[config.mk]
export PLATFORM = sky130hd
export DESIGN_NAME = dpll_freq_trim_phase_buildout
export DESIGN_NICKNAME = d
export VERILOG_FILES = /design/src/inc/dpll_ctrl_pkg.sv /design/src/hdl/bw_select.sv /design/src/hdl/dpll_freq_trim_phase_buildout.sv /design/src/hdl/trim_pair.sv
export VERILOG_INCLUDE_DIRS = /design/src /design/src/inc
export SDC_FILE = /design/constraint.sdc
export NUM_CORES = 1
export LEC_CHECK = 0
export ABC_AREA = 1
export BUFFER_PORTS_ARGS = -buffer_cell sky130_fd_sc_hd__buf_4
export CAP_MARGIN = 20
export CELL_PAD_IN_SITES_DETAIL_PLACEMENT = 0
export CELL_PAD_IN_SITES_GLOBAL_PLACEMENT = 2
export CORE_UTILIZATION = 32
export CTS_BUF_LIST = sky130_fd_sc_hd__clkbuf_8
export DETAILED_ROUTE_END_ITERATION = 7
export GPL_ROUTABILITY_DRIVEN = 0
export HOLD_SLACK_MARGIN = 0.03
export PLACE_DENSITY = 0.79
export REMOVE_ABC_BUFFERS = 1
export SLEW_MARGIN = 20
export SYNTH_ARGS = -nofsm -noshare
export SYNTH_HDL_FRONTEND = slang
export SYNTH_HIERARCHICAL = 1
export SYNTH_SLANG_ARGS = --single-unit
export TNS_END_PERCENT = 100
[constraint.sdc]
create_clock -name aclk -period 3.65 [get_ports aclk]
set_clock_uncertainty 0.2 [all_clocks]
set_input_delay 0.5475 -clock aclk [delete_from_list [all_inputs] [get_ports aclk]]
set_output_delay 0.5475 -clock aclk [all_outputs]
set_load 0.02 [all_outputs]
[src/inc/dpll_ctrl_consts.svh]
// Summary of operation
// - one trim step moves outputs 0.0196229 ppm
// - trim resets to 9999 hex, zero offset
// - trim spans 0..65535, -771 to +514 ppm
// - trim held in two byte-wide locations
// - bandwidth switches acquisition to locked automatically
// - eighteen bandwidth settings, 0.5 mHz to 70 Hz
// - reference loss selects next source, triggers build-out
// - phase transient above programmable threshold triggers build-out
// - build-out automatic or externally controlled
// - external mode flags, interrupts; host commands event
// - event enters holdover, measures, adds compensating offset
// - build-out enabled at reset; disable or freeze
`ifndef DPLL_CTRL_CONSTS_SVH
`define DPLL_CTRL_CONSTS_SVH
// ****************************************
// register byte offsets
// ****************************************
`define REG_TRIM_LO 8'h00
`define REG_TRIM_HI 8'h04
`define REG_BW 8'h08
`define REG_PBO_CTRL 8'h0C
`define REG_STATUS 8'h10
`define REG_IRQ_MASK 8'h14
`define REG_TRIM_ACT 8'h18
`define REG_PBO_OFFSET 8'h1C
`define REG_PBO_CMD 8'h20
// ****************************************
// fields and reset values
// ****************************************
`define TRIM_RESET 16'h9999
`define BW_ACQ_RESET 5'h11
`define BW_LOCK_RESET 5'h08
`define BW_STEPS 5'h12
`define THRESH_RESET 4'h0
`define THRESH_MAX 4'h5
`define PBO_EN_BIT 0
`define PBO_FREEZE_BIT 1
`define PBO_AUTO_BIT 2
`define ST_JUMP_BIT 0
`define ST_EVENT_BIT 1
`define ST_SWITCH_BIT 2
`define HOLD_TIME_NS 100
`define HOLD_CYCLES ((`HOLD_TIME_NS + 4) / 5)
`endif

[src/inc/dpll_ctrl_pkg.sv]
package dpll_ctrl_pkg;
   typedef enum logic [1:0] {
      PBO_IDLE = 2'b00,
      PBO_HOLD = 2'b01,
      PBO_APPLY = 2'b10
   } pbo_state_e;
endpackage
[src/hdl/bw_select.sv]
`timescale 1ns/1ps
`include "dpll_ctrl_consts.svh"
module bw_select (
   input wire logic aclk, // system clock
   input wire logic aresetn, // sync reset, low
   input wire logic locked, // loop phase locked
   input wire logic holdover, // loop in holdover
   input wire logic [4:0] bw_acq, // acquisition setting
   input wire logic [4:0] bw_lock, // locked setting
   output logic [4:0] bw_q // active setting
);
   logic [4:0] bw_d;
   logic [4:0] pick;
   // out-of-range codes clamp to the widest step so the filter stays defined
   always_comb begin
      pick = locked ? bw_lock : bw_acq;
      bw_d = holdover ? bw_q : pick;
      if (bw_d >= `BW_STEPS) begin
         bw_d = `BW_STEPS - 5'h01;
      end
   end
   // register
   always_ff @(posedge aclk) begin
      if (!aresetn) begin
         bw_q <= `BW_ACQ_RESET;
      end else begin
         bw_q <= bw_d;
      end
   end
endmodule

[src/hdl/dpll_freq_trim_phase_buildout.sv]
// Implementation choices: the register offsets and the AXI4-Lite register port.
`timescale 1ns/1ps
`include "dpll_ctrl_consts.svh"
module dpll_freq_trim_phase_buildout #(
   parameter int HOLD_CYCLES = `HOLD_CYCLES
) (
   input wire logic aclk, // system clock
   input wire logic aresetn, // sync reset, low
   input wire logic [7:0] s_axi_awaddr, // write address
   input wire logic s_axi_awvalid, // write address valid
   output logic s_axi_awready, // write address ready
   input wire logic [31:0] s_axi_wdata, // write data
   input wire logic [3:0] s_axi_wstrb, // byte enables
   input wire logic s_axi_wvalid, // write data valid
   output logic s_axi_wready, // write data ready
   output logic [1:0] s_axi_bresp, // write response
   output logic s_axi_bvalid, // response valid
   input wire logic s_axi_bready, // response ready
   input wire logic [7:0] s_axi_araddr, // read address
   input wire logic s_axi_arvalid, // read address valid
   output logic s_axi_arready, // read address ready
   output logic [31:0] s_axi_rdata, // read data
   output logic [1:0] s_axi_rresp, // read response
   output logic s_axi_rvalid, // read data valid
   input wire logic s_axi_rready, // read data ready
   input wire logic locked, // loop phase locked
   input wire logic ref_lost, // selected reference lost, pulse
   input wire logic [15:0] phase_err, // input minus output phase, 100 ns units
   output logic [15:0] trim_q, // applied frequency trim
   output logic [4:0] bw_q, // active bandwidth step
   output logic select_next_q, // pick next priority source, pulse
   output logic holdover_q, // temporary holdover
   output logic [15:0] pbo_offset_q, // compensating phase offset
   output logic irq_q // interrupt, high
);
   // ****************************************
   // bus slave
   // ****************************************
   logic aw_q, aw_d, w_q, w_d, bv_d, rv_d;
   logic [7:0] awa_q, awa_d;
   logic [31:0] wd_q, wd_d, rd_d;
   logic [3:0] ws_q, ws_d;
   logic [1:0] br_d, rr_d;
   logic wr_go;
   logic [4:0] bw_acq_q, bw_acq_d, bw_lock_q, bw_lock_d;
   logic [3:0] thr_q, thr_d;
   logic [2:0] ctrl_q, ctrl_d, st_q, st_d, mask_q, mask_d;
   logic [7:0] lo_v, hi_v;
   logic cmd_pbo;
   logic [2:0] ev;
   logic pbo_en_rise;
   logic en_q;
   logic ev_done_q;
   dpll_ctrl_pkg::pbo_state_e ps_q, ps_d;
   logic [15:0] hcnt_q, hcnt_d, off_d;
   logic hold_d, sel_d, irq_d;
   logic [15:0] mag;
   logic jump;
   logic trig;

   wire mapped_w = awa_q <= `REG_PBO_CMD && awa_q[1:0] == 2'b00;
   assign wr_go = aw_q && w_q && !s_axi_bvalid;
   wire wr_lo = wr_go && awa_q == `REG_TRIM_LO && ws_q[0];
   wire wr_hi = wr_go && awa_q == `REG_TRIM_HI && ws_q[0];

   // capture address and data in either order, answer once both held
   always_comb begin
      aw_d = aw_q;
      w_d = w_q;
      awa_d = awa_q;
      wd_d = wd_q;
      ws_d = ws_q;
      bv_d = s_axi_bvalid;
      br_d = s_axi_bresp;
      if (s_axi_awvalid && s_axi_awready) begin
         aw_d = 1'b1;
         awa_d = s_axi_awaddr;
      end
      if (s_axi_wvalid && s_axi_wready) begin
         w_d = 1'b1;
         wd_d = s_axi_wdata;
         ws_d = s_axi_wstrb;
      end
      if (wr_go) begin
         aw_d = 1'b0;
         w_d = 1'b0;
         bv_d = 1'b1;
         br_d = mapped_w ? 2'b00 : 2'b10;
      end else if (s_axi_bvalid && s_axi_bready) begin
         bv_d = 1'b0;
      end
   end

   // read decode; unmapped addresses answer slverr
   always_comb begin
      rv_d = s_axi_rvalid;
      rd_d = s_axi_rdata;
      rr_d = s_axi_rresp;
      if (s_axi_arvalid && s_axi_arready) begin
         rv_d = 1'b1;
         rr_d = 2'b00;
         case (s_axi_araddr)
            `REG_TRIM_LO: rd_d = {24'h000000, lo_v};
            `REG_TRIM_HI: rd_d = {24'h000000, hi_v};
            `REG_BW: rd_d = {15'h0000, thr_q, bw_lock_q, 3'h0, bw_acq_q};
            `REG_PBO_CTRL: rd_d = {29'h00000000, ctrl_q};
            `REG_STATUS: rd_d = {28'h0000000, holdover_q, st_q};
            `REG_IRQ_MASK: rd_d = {29'h00000000, mask_q};
            `REG_TRIM_ACT: rd_d = {16'h0000, trim_q};
            `REG_PBO_OFFSET: rd_d = {16'h0000, pbo_offset_q};
            `REG_PBO_CMD: rd_d = 32'h00000000;
            default: begin
               rd_d = 32'h00000000;
               rr_d = 2'b10;
            end
         endcase
      end else if (s_axi_rvalid && s_axi_rready) begin
         rv_d = 1'b0;
      end
   end

   // bus registers; readies drop while a channel holds an untaken item
   always_ff @(posedge aclk) begin
      if (!aresetn) begin
         aw_q <= 1'b0;
         w_q <= 1'b0;
         awa_q <= 8'h00;
         wd_q <= 32'h00000000;
         ws_q <= 4'h0;
         s_axi_awready <= 1'b0;
         s_axi_wready <= 1'b0;
         s_axi_bvalid <= 1'b0;
         s_axi_bresp <= 2'b00;
         s_axi_arready <= 1'b0;
         s_axi_rvalid <= 1'b0;
         s_axi_rdata <= 32'h00000000;
         s_axi_rresp <= 2'b00;
      end else begin
         aw_q <= aw_d;
         w_q <= w_d;
         awa_q <= awa_d;
         wd_q <= wd_d;
         ws_q <= ws_d;
         s_axi_awready <= !aw_d && !bv_d;
         s_axi_wready <= !w_d && !bv_d;
         s_axi_bvalid <= bv_d;
         s_axi_bresp <= br_d;
         s_axi_arready <= !rv_d && !(s_axi_arvalid && s_axi_arready);
         s_axi_rvalid <= rv_d;
         s_axi_rdata <= rd_d;
         s_axi_rresp <= rr_d;
      end
   end

   // ****************************************
   // control registers and sticky status
   // ****************************************
   assign cmd_pbo = wr_go && awa_q == `REG_PBO_CMD && ws_q[0] && wd_q[0];
   // a set in the same cycle as a write-one clear wins
   always_comb begin
      bw_acq_d = bw_acq_q;
      bw_lock_d = bw_lock_q;
      thr_d = thr_q;
      ctrl_d = ctrl_q;
      mask_d = mask_q;
      st_d = st_q;
      if (wr_go && awa_q == `REG_BW) begin
         if (ws_q[0]) bw_acq_d = wd_q[4:0];
         if (ws_q[1]) bw_lock_d = wd_q[12:8];
         if (ws_q[1] && wd_q[12:8] >= `BW_STEPS) bw_lock_d = `BW_STEPS - 5'h01;
         if (ws_q[1]) thr_d = (wd_q[16:13] > `THRESH_MAX) ? `THRESH_MAX : wd_q[16:13];
      end
      if (wr_go && awa_q == `REG_PBO_CTRL && ws_q[0]) ctrl_d = wd_q[2:0];
      if (wr_go && awa_q == `REG_IRQ_MASK && ws_q[0]) mask_d = wd_q[2:0];
      if (wr_go && awa_q == `REG_STATUS && ws_q[0]) st_d = st_q & ~wd_q[2:0];
      st_d = st_d | ev;
   end

   always_ff @(posedge aclk) begin
      if (!aresetn) begin
         bw_acq_q <= `BW_ACQ_RESET;
         bw_lock_q <= `BW_LOCK_RESET;
         thr_q <= `THRESH_RESET;
         ctrl_q <= 3'b101; // enabled, not frozen, automatic
         mask_q <= 3'b000;
         st_q <= 3'b000;
         en_q <= 1'b1;
      end else begin
         bw_acq_q <= bw_acq_d;
         bw_lock_q <= bw_lock_d;
         thr_q <= thr_d;
         ctrl_q <= ctrl_d;
         mask_q <= mask_d;
         st_q <= st_d;
         en_q <= ctrl_q[`PBO_EN_BIT];
      end
   end

   // ****************************************
   // phase build-out sequencer
   // ****************************************
   // threshold steps are 0.5 us from 1 us; phase_err counts 100 ns units
   always_comb begin
      mag = phase_err[15] ? (~phase_err + 16'h0001) : phase_err;
      jump = locked && (mag > (16'd10 + {12'h000, thr_q} * 16'd5));
      pbo_en_rise = ctrl_q[`PBO_EN_BIT] && !en_q && locked;
      ev = {ref_lost, ev_done_q, jump};
      // frozen or disabled build-out ignores every trigger
      trig = ctrl_q[`PBO_EN_BIT] && !ctrl_q[`PBO_FREEZE_BIT] && ps_q == dpll_ctrl_pkg::PBO_IDLE &&
             (ref_lost || pbo_en_rise || cmd_pbo || (jump && ctrl_q[`PBO_AUTO_BIT]));
      ps_d = ps_q;
      hcnt_d = hcnt_q;
      off_d = pbo_offset_q;
      hold_d = 1'b0;
      sel_d = ref_lost;
      case (ps_q)
         dpll_ctrl_pkg::PBO_IDLE: begin
            hcnt_d = 16'h0000;
            if (trig) ps_d = dpll_ctrl_pkg::PBO_HOLD;
         end
         dpll_ctrl_pkg::PBO_HOLD: begin
            hold_d = 1'b1;
            hcnt_d = hcnt_q + 16'h0001;
            if (hcnt_q >= 16'(HOLD_CYCLES - 1)) ps_d = dpll_ctrl_pkg::PBO_APPLY;
         end
         dpll_ctrl_pkg::PBO_APPLY: begin
            off_d = pbo_offset_q + phase_err;
            ps_d = dpll_ctrl_pkg::PBO_IDLE;
         end
         default: ps_d = dpll_ctrl_pkg::PBO_IDLE;
      endcase
      if (!ctrl_q[`PBO_EN_BIT]) off_d = 16'h0000;
      irq_d = |(st_d & mask_q);
   end

   always_ff @(posedge aclk) begin
      if (!aresetn) begin
         ps_q <= dpll_ctrl_pkg::PBO_IDLE;
         hcnt_q <= 16'h0000;
         pbo_offset_q <= 16'h0000;
         holdover_q <= 1'b0;
         select_next_q <= 1'b0;
         irq_q <= 1'b0;
      end else begin
         ps_q <= ps_d;
         hcnt_q <= hcnt_d;
         pbo_offset_q <= off_d;
         holdover_q <= hold_d;
         select_next_q <= sel_d;
         irq_q <= irq_d;
      end
   end

   // the event bit marks each build-out that actually ran
   always_ff @(posedge aclk) begin
      if (!aresetn) ev_done_q <= 1'b0;
      else ev_done_q <= trig;
   end

   // ****************************************
   // trim pair and bandwidth selection
   // ****************************************
   // trim_q feeds the synthesis: each lsb is 0.0196229 ppm, 0..65535 = -771..+514 ppm
   trim_pair u_trim (
      .aclk(aclk),
      .aresetn(aresetn),
      .wr_lo(wr_lo),
      .wr_hi(wr_hi),
      .wdata(wd_q[7:0]),
      .lo_q(lo_v),
      .hi_q(hi_v),
      .trim_q(trim_q)
   );

   bw_select u_bw (
      .aclk(aclk),
      .aresetn(aresetn),
      .locked(locked),
      .holdover(holdover_q),
      .bw_acq(bw_acq_q),
      .bw_lock(bw_lock_q),
      .bw_q(bw_q)
   );
endmodule

[src/hdl/trim_pair.sv]
`timescale 1ns/1ps
`include "dpll_ctrl_consts.svh"
module trim_pair (
   input wire logic aclk, // system clock
   input wire logic aresetn, // sync reset, low
   input wire logic wr_lo, // low half write strobe
   input wire logic wr_hi, // high half write strobe
   input wire logic [7:0] wdata, // byte written
   output logic [7:0] lo_q, // staged low half
   output logic [7:0] hi_q, // staged high half
   output logic [15:0] trim_q // applied trim
);
   logic lo_seen_q, lo_seen_d, hi_seen_q, hi_seen_d;
   logic [7:0] lo_d, hi_d;
   logic [15:0] trim_d;
   // both halves must be seen before the pair is applied, in either order
   always_comb begin
      lo_d = wr_lo ? wdata : lo_q;
      hi_d = wr_hi ? wdata : hi_q;
      lo_seen_d = lo_seen_q | wr_lo;
      hi_seen_d = hi_seen_q | wr_hi;
      trim_d = trim_q;
      if (lo_seen_d && hi_seen_d) begin
         trim_d = {hi_d, lo_d};
         lo_seen_d = 1'b0;
         hi_seen_d = 1'b0;
      end
   end
   // registers
   always_ff @(posedge aclk) begin
      if (!aresetn) begin
         lo_q <= 8'(`TRIM_RESET);
         hi_q <= 8'(`TRIM_RESET >> 8);
         trim_q <= `TRIM_RESET;
         lo_seen_q <= 1'b0;
         hi_seen_q <= 1'b0;
      end else begin
         lo_q <= lo_d;
         hi_q <= hi_d;
         trim_q <= trim_d;
         lo_seen_q <= lo_seen_d;
         hi_seen_q <= hi_seen_d;
      end
   end
endmodule

# ---- After elaboration in Yosys (flattened, before gate mapping)
# Index checks and enable logic that the tools add are counted.
dict set report word_totals {
  reg_bits 171
  input_bits 77
  out_inout_bits 81
  word_cells 155
}
dict set report classes {
  n_addsub 4
  multipliers 1
  n_lt_le_gt_ge 6
  n_eq_ne 18
  muxes 25
  bitwise_logic 8
  n_reduce_logical 60
}
# op n
set ops {}
lappend ops {{$pmux W17 S8} 1}
lappend ops {{$eq A8 B5 Y1 const B} 6}
lappend ops {{$logic_and A1 B1 Y1} 34}
lappend ops {{$add A16 B1 Y16 const B} 2}
lappend ops {{$eq A8 B4 Y1 const B} 4}
lappend ops {{$pmux W16 S2} 1}
lappend ops {{$mux W5} 4}
lappend ops {{$add A16 B16 Y16} 1}
lappend ops {{$eq A8 B3 Y1 const B} 2}
lappend ops {{$eq A8 B6 Y1 const B} 2}
lappend ops {{$ge A16 B5 Y1 const B} 1}
lappend ops {{$gt A16 B8 Y1} 1}
lappend ops {{$logic_not A8 Y1} 2}
lappend ops {{$mux W16} 1}
lappend ops {{$mux W8} 2}
lappend ops {{$not A16 Y16} 1}
lappend ops {{$ge A5 B5 Y1 const B} 2}
lappend ops {{$reduce_and A2 Y1} 5}
lappend ops {{$mux W1} 9}
lappend ops {{$reduce_or A9 Y1} 1}
lappend ops {{$add A4 B7 Y8 const A} 1}
lappend ops {{$le A8 B6 Y1 const B} 1}
lappend ops {{$logic_not A1 Y1} 8}
lappend ops {{$mux W2} 4}
lappend ops {{18 further kinds} 26}

# ---- Longest topological paths before layout
dict set report logic_depth {
  word_depth 10
  mapped_depth 20
  depth_no_buf 20
}

# ---- Modules after synthesis
# Netlist, hierarchy kept.
# mod instances cells_per_inst area_per_inst_um2 seq_area_each_um2
set by_module_without_submodules {}
lappend by_module_without_submodules {dpll_freq_trim_phase_buildout 1 950 6473.7 2302.2}
lappend by_module_without_submodules {trim_pair 1 163 1338.8 680.7}
lappend by_module_without_submodules {bw_select 1 43 270.3 100.1}

# ---- Worst setup path after synthesis
# No wires, ideal clock.
dict set report synth_timing {
  kind {reg-to-reg}
  start {register thr_q[0]}
  end {register irq_q}
  setup_ps 114
  t_arrival_ps 2521
  required_ps 3336
  path_slack_ps 816
  stages_incl_launch_ff 21
  path_buffers 0
  period_less_slack_ps 2834
  cell_sequence {dfxtp_1 -> ha_1 -> inv_1 -> fa_1 -> inv_1 -> ha_1 -> nand3_1 -> nand2_1 -> xnor2_1 -> ha_1 -> a21o_1 -> a21oi_1 -> o21ai_0 -> nand2_1 -> nand2_1 -> nor2_1 -> nand3_1 -> nand2_1 -> nand2_1 -> nand3_1 -> nand2_1}
}
dict set report synth_between {
  elab_chain_len 7
}
# element line_no
set synth_rtl {}
lappend synth_rtl {{start: declaration} dpll_freq_trim_phase_buildout.sv:46} ;# logic [3:0] thr_q, thr_d;
lappend synth_rtl {{start signal: assignment} dpll_freq_trim_phase_buildout.sv:183} ;# thr_q <= `THRESH_RESET;
lappend synth_rtl {{start signal: assignment} dpll_freq_trim_phase_buildout.sv:191} ;# thr_q <= thr_d;
lappend synth_rtl {{$mul A4 B3 Y7} dpll_freq_trim_phase_buildout.sv:205} ;# jump = locked && (mag > (16'd10 + {12'h000, thr_q} * 16'd5));
lappend synth_rtl {{$add A4 B7 Y8} dpll_freq_trim_phase_buildout.sv:205}
lappend synth_rtl {{$gt A16 B8 Y1} dpll_freq_trim_phase_buildout.sv:205}
lappend synth_rtl {{$logic_and A1 B1 Y1} dpll_freq_trim_phase_buildout.sv:205}
lappend synth_rtl {{$or A3 B3 Y3} dpll_freq_trim_phase_buildout.sv:176} ;# st_d = st_d | ev;
lappend synth_rtl {{$and A3 B3 Y3} dpll_freq_trim_phase_buildout.sv:233} ;# irq_d = |(st_d & mask_q);
lappend synth_rtl {{$reduce_or A3 Y1} dpll_freq_trim_phase_buildout.sv:233}
lappend synth_rtl {{end signal: assignment} dpll_freq_trim_phase_buildout.sv:250} ;# irq_q <= irq_d;
lappend synth_rtl {{end: declaration} dpll_freq_trim_phase_buildout.sv:34} ;# output logic irq_q
# No other way between the ends.
# A chain may end at the register's enable or synchronous reset.

# ---- Final worst setup path
dict set report layout_timing {
  start {register thr_q[2]}
  end {register ps_q[0]}
}
dict set report layout_between {
  elab_chain_len 9
}
# element line_no
set layout_rtl {}
lappend layout_rtl {{$mul A4 B3 Y7} dpll_freq_trim_phase_buildout.sv:205}
lappend layout_rtl {{$add A4 B7 Y8} dpll_freq_trim_phase_buildout.sv:205}
lappend layout_rtl {{$gt A16 B8 Y1} dpll_freq_trim_phase_buildout.sv:205}
lappend layout_rtl {{$logic_and A1 B1 Y1} dpll_freq_trim_phase_buildout.sv:205}
lappend layout_rtl {{$logic_and A1 B1 Y1} dpll_freq_trim_phase_buildout.sv:210} ;# (ref_lost || pbo_en_rise || cmd_pbo || (jump && ctrl_q[`PBO_AUTO_BIT]));
lappend layout_rtl {{$logic_or A1 B1 Y1} dpll_freq_trim_phase_buildout.sv:210}
lappend layout_rtl {{$logic_and A1 B1 Y1} dpll_freq_trim_phase_buildout.sv:209} ;# trig = ctrl_q[`PBO_EN_BIT] && !ctrl_q[`PBO_FREEZE_BIT] && ps_q == dpll_ctrl_pkg::PBO_IDLE &&
lappend layout_rtl {{$ne A2 B2 Y1 (no source line)} n/a}
lappend layout_rtl {{$reduce_and A2 Y1 (no source line)} n/a}
lappend layout_rtl {{end signal: assignment} dpll_freq_trim_phase_buildout.sv:238} ;# ps_q <= dpll_ctrl_pkg::PBO_IDLE;
lappend layout_rtl {{end signal: assignment} dpll_freq_trim_phase_buildout.sv:245} ;# ps_q <= ps_d;
lappend layout_rtl {{end: declaration} dpll_freq_trim_phase_buildout.sv:54} ;# dpll_ctrl_pkg::pbo_state_e ps_q, ps_d;
# No other way between the ends.

==> run summary <==
Counting stages on the worst path, the most repeated cell is sky130_fd_sc_hd__nand2_1. The count of endpoints failing hold in the final timing report came to 0. The synthesized design contains between 150 and 200 register bits. Of the cells placed in the final design, the portion with a size suffix greater than 1 is between 15 and 20%.

The initial antenna violation count is 0. The maximum number of pins on one net before global-route repair came out at 33. Clock latency on the worst-skew pair, taken at its later pin, is about 0.45 ns.

The sort of element at the end of the critical path is a flip-flop. The global-route wire length before repair is 38.8 mm. The total negative slack for setup checks is 0 ns.

The number of synthesized flops with an enable pin came out at 0. The initialized floorplan defines 57 standard-cell rows. Setup repair after global routing left no endpoint under its margin. The floorplan die width is 161 um. The ratio of final minimum period to clock period is 89.4%.

Buffers added to address setup during post-CTS repair amount to 0. The die covers around 0.026 mm^2. The total half-perimeter wirelength after legalization and detailed placement is 19.2 mm.

TritonCTS built the clock tree. The critical path required time came out at 3.79 ns. STA classifies the critical path startpoint as a flip-flop.

Sequential cells were found to cover 38.1% of the synthesized design area. The largest stage delay on the critical path is 0.39 ns. The run finished with clean final reports. The routed design has 24.3 mm of wire. The worst hold path startpoint is ref_lost. The kind of critical path is reg2reg. The library cell used most frequently in the layout, excluding fill and tap cells, is sky130_fd_sc_hd__nand2_1.

The mean number of vias per cell came out at 4.62. Clock-pin slew was measured on the worst setup and hold paths at 0.09 ns. The mapped cell area came out at 0.00808 mm^2. The reported leakage power came out at 4.72 nW. The largest fanout on the critical path is 4. The master of the slowest instance on the critical path is sky130_fd_sc_hd__dfxtp_1. The via count of the first global-routing pass is approximately 7,300. The total power consumption of the routed design is 3.48 mW.

Among cell families on the critical path, the largest total delay comes from adder cells. The initial standard-cell utilization of the core is 32.9%. The maximum clock path buffer count came out at 2. The path class of the lowest-slack min-delay path is in2reg. Fill cells in the final layout number 2,709.

The area growth from synthesis to layout is 19.8%. The register-to-register setup slack is 0.39 ns. The count of final setup violators is 0. The critical path launch point is thr_q[2]$_SDFFE_PN0P_. The slew at the pin closest to its max-slew limit came out at between 0.8 and 0.9 ns. Measured along the y axis, the die boundary spans about 160 um. The final number of max-transition violations came to 0. The number of primary I/O pins came out at ~160. Counting instances, the worst hold path has a depth of 3.

The number of clock sinks seen by CTS came out at 154. The total global routing overflow came out at 0. The maximum VDD drop came out at 0.199 mV. The data arrival at the endpoint of the critical path is about 3.4 ns. The achievable clock frequency is 306 MHz. Traced cell by cell, the critical path runs through ha_1, inv_1, fa_1, inv_1, ha_1, nand3_1, nand2_1, xnor2_1, ha_1, a21o_1, a21oi_1, o21ai_0, nand2_1, nand2_1, nor2_1, nand3_2, nand3_1, nand2_1, nand2_1, nand2_1. In this run the worst setup path terminates at ps_q[0]$_SDFFE_PN0P_.

In this run the critical register-to-register path is launched from thr_q[2]$_SDFFE_PN0P_. The remaining design rule violation count came out at 0. The number of cells produced by synthesis came out at 1,156. The top cell types in the final layout, fill and taps aside, are 282 x sky130_fd_sc_hd__nand2_1, 168 x sky130_fd_sc_hd__inv_1, 154 x sky130_fd_sc_hd__dfxtp_1. The worst register-to-register path ends at ps_q[0]$_SDFFE_PN0P_.

The power density relative to cell area came out at 359 mW/mm^2. Of all flip-flops after synthesis, the portion carrying an async set or reset was 0%. The length in cells of the worst reg-to-reg path is 20.

The number of buffer and inverter instances along the worst setup path came out at 2. The clock period could shrink to 3.26 ns. After detailed routing, the average wire length per cell comes to 15.0 um. The number of buffers inserted by port buffering came out at 123. The iteration-0 DRC count of the detailed router is 476.

The overall routing resource usage is 19.2%. The count of nets after finishing came out at 1,388. The tree is rooted in a sky130_fd_sc_hd__clkbuf_8. Among all flip-flop cells after synthesis, the most frequent one is sky130_fd_sc_hd__dfxtp_1. The tool flagged a number of max-cap violations equal to 0. The H-tree depth reported by CTS is 4. The length of the first detailed-routing pass in iterations is 5. The mean area per synthesized cell came out at 6.99 um^2. The count of vias placed by the detailed router is 7,464. In this run, distinct cell masters in the synthesized netlist total 55. The post-route antenna net violation count came out at 0.

The Yosys warning count came out at 6. The worst pin sits at a relative slew slack of between 30% and 40%. The TritonCTS buffer count is 17. The number of cells on the critical path is 20. The core box area came out at 0.0245 mm^2.

The number of antenna diodes came out at 0.
## through the flow
| stage | worst slack, ns | hold WS, ns | instances | utilization, % | cell area (um^2) |
|---|---|---|---|---|---|
| floorplan | 0.818 | 0.199 | 1125 | - | 7860 |
| global placement | 0.351 | 0.236 | 1584 | 37.8 | 9280 |
| detailed placement | 0.334 | 0.217 | 1584 | 37.8 | 9280 |
| CTS | 0.303 | 0.0787 | 1615 | 39.5 | 9680 |
| global route | 0.0401 | 0.104 | 1615 | 39.5 | 9680 |
| finish | 0.386 | 0.101 | 1615 | 39.5 | 9680 |
## power breakdown
group	internal, mW	leakage [nW]	switching (mW)
sequential	1.72	1.25	0.0336
clock	0.649	0.192	0.679
combinational	0.144	3.27	0.250
## cells by family after synthesis
group | Yosys count | share of synthesized area, %
flip-flops | 154 | 38.1
AO/OA/AOI/OAI | 217 | 15.4
adder cells (fa/ha/maj) | 32 | 5.14
XOR/XNOR | 19 | 2.06
buffers and inverters | 226 | 12.0
other | 1 | 0.0464
AND/OR/NAND/NOR | 507 | 27.2
## area by class of cell
class | count | area, um^2 | share of cell area [%]
clock buffers | 19 | 262 | 2.70
clock inverters | 12 | 139 | 1.43
inverters | 179 | 684 | 7.07
multi-input cells | 792 | 4100 | 42.3
flip-flops and latches | 154 | 3080 | 31.8
well taps | 324 | 405 | 4.19
repair buffers | 135 | 1010 | 10.5
## worst min path at each step
stage	to	slack [ns]
after CTS	select_next_q$_SDFF_PN0_	0.08
after global routing	select_next_q$_SDFF_PN0_	0.10
after floorplan	s_axi_awready$_SDFF_PN0_	0.20
after global placement	s_axi_awready$_SDFF_PN0_	0.24
after detailed placement	s_axi_awready$_SDFF_PN0_	0.22
final	select_next_q$_SDFF_PN0_	0.10
## cell usage after synthesis (2+ instances only)
cell type | count | area, um^2
sky130_fd_sc_hd__nand3_1 | 62 | 310
sky130_fd_sc_hd__o211ai_1 | 10 | 75.1
sky130_fd_sc_hd__nand2_4 | 2 | 22.5
sky130_fd_sc_hd__clkinv_1 | 3 | 11.3
sky130_fd_sc_hd__nor3b_1 | 2 | 15.0
sky130_fd_sc_hd__clkbuf_1 | 18 | 67.6
sky130_fd_sc_hd__o21ai_0 | 72 | 360
sky130_fd_sc_hd__buf_2 | 6 | 30.0
sky130_fd_sc_hd__nor3_1 | 20 | 100
sky130_fd_sc_hd__buf_4 | 18 | 135
sky130_fd_sc_hd__a21o_1 | 5 | 37.5
sky130_fd_sc_hd__a31oi_1 | 6 | 37.5
sky130_fd_sc_hd__dfxtp_1 | 154 | 3080
sky130_fd_sc_hd__a21oi_1 | 93 | 465
sky130_fd_sc_hd__nor3_4 | 3 | 48.8
sky130_fd_sc_hd__xor2_1 | 15 | 131
sky130_fd_sc_hd__a211oi_1 | 5 | 37.5
sky130_fd_sc_hd__nor4_1 | 5 | 31.3
sky130_fd_sc_hd__ha_1 | 30 | 375
sky130_fd_sc_hd__nand2_8 | 2 | 40.0
sky130_fd_sc_hd__buf_6 | 2 | 22.5
sky130_fd_sc_hd__nor2_2 | 4 | 25.0
sky130_fd_sc_hd__a21oi_4 | 2 | 32.5
sky130_fd_sc_hd__fa_1 | 2 | 40.0
sky130_fd_sc_hd__buf_1 | 2 | 7.51
sky130_fd_sc_hd__nor2_1 | 103 | 387
sky130_fd_sc_hd__o2111ai_1 | 6 | 52.6
sky130_fd_sc_hd__nand2_1 | 282 | 1060
sky130_fd_sc_hd__a221oi_1 | 2 | 17.5
sky130_fd_sc_hd__xnor2_1 | 4 | 35.0
sky130_fd_sc_hd__nand4_1 | 11 | 68.8
sky130_fd_sc_hd__inv_2 | 6 | 22.5
sky130_fd_sc_hd__o21ai_1 | 2 | 10.0
sky130_fd_sc_hd__a21oi_2 | 6 | 52.6
sky130_fd_sc_hd__or2_1 | 4 | 25.0
sky130_fd_sc_hd__inv_1 | 168 | 631
## flip-flops by register name, indices dropped and copies added, names as in the netlist, 2 cells and up
signal and cells:
awa_q 8, bw_acq_q 5, bw_lock_q 5, ctrl_q 3, hcnt_q 16, mask_q 3
pbo_offset_q 16, ps_q 2, s_axi_rdata 17, st_q 3, thr_q 4, u_bw/bw_q 5
u_trim/hi_q 8, u_trim/lo_q 8, u_trim/trim_q 16, wd_q 17, ws_q 2
## layer usage
| layer | GRT usage [%] | routed length, um |
|---|---|---|
| met1 | 25.9 | 11900 |
| met2 | 32.1 | 11300 |
| met3 | 3.02 | 933 |
| met4 | 4.42 | 108 |
| met5 | 0 | 0 |
## tightest hold or removal path, cell delays in order
cell and delay (ns):
sky130_fd_sc_hd__buf_4 0.10, sky130_fd_sc_hd__nand2_1 0.04, sky130_fd_sc_hd__inv_1 0.04
## repair_timing
item / CTS / global route
gates resized for setup: 0 / 1
endpoints found under the setup margin: 0 / 1
hold buffers: 0 / 0
Power figures use the tool's default switching activity.
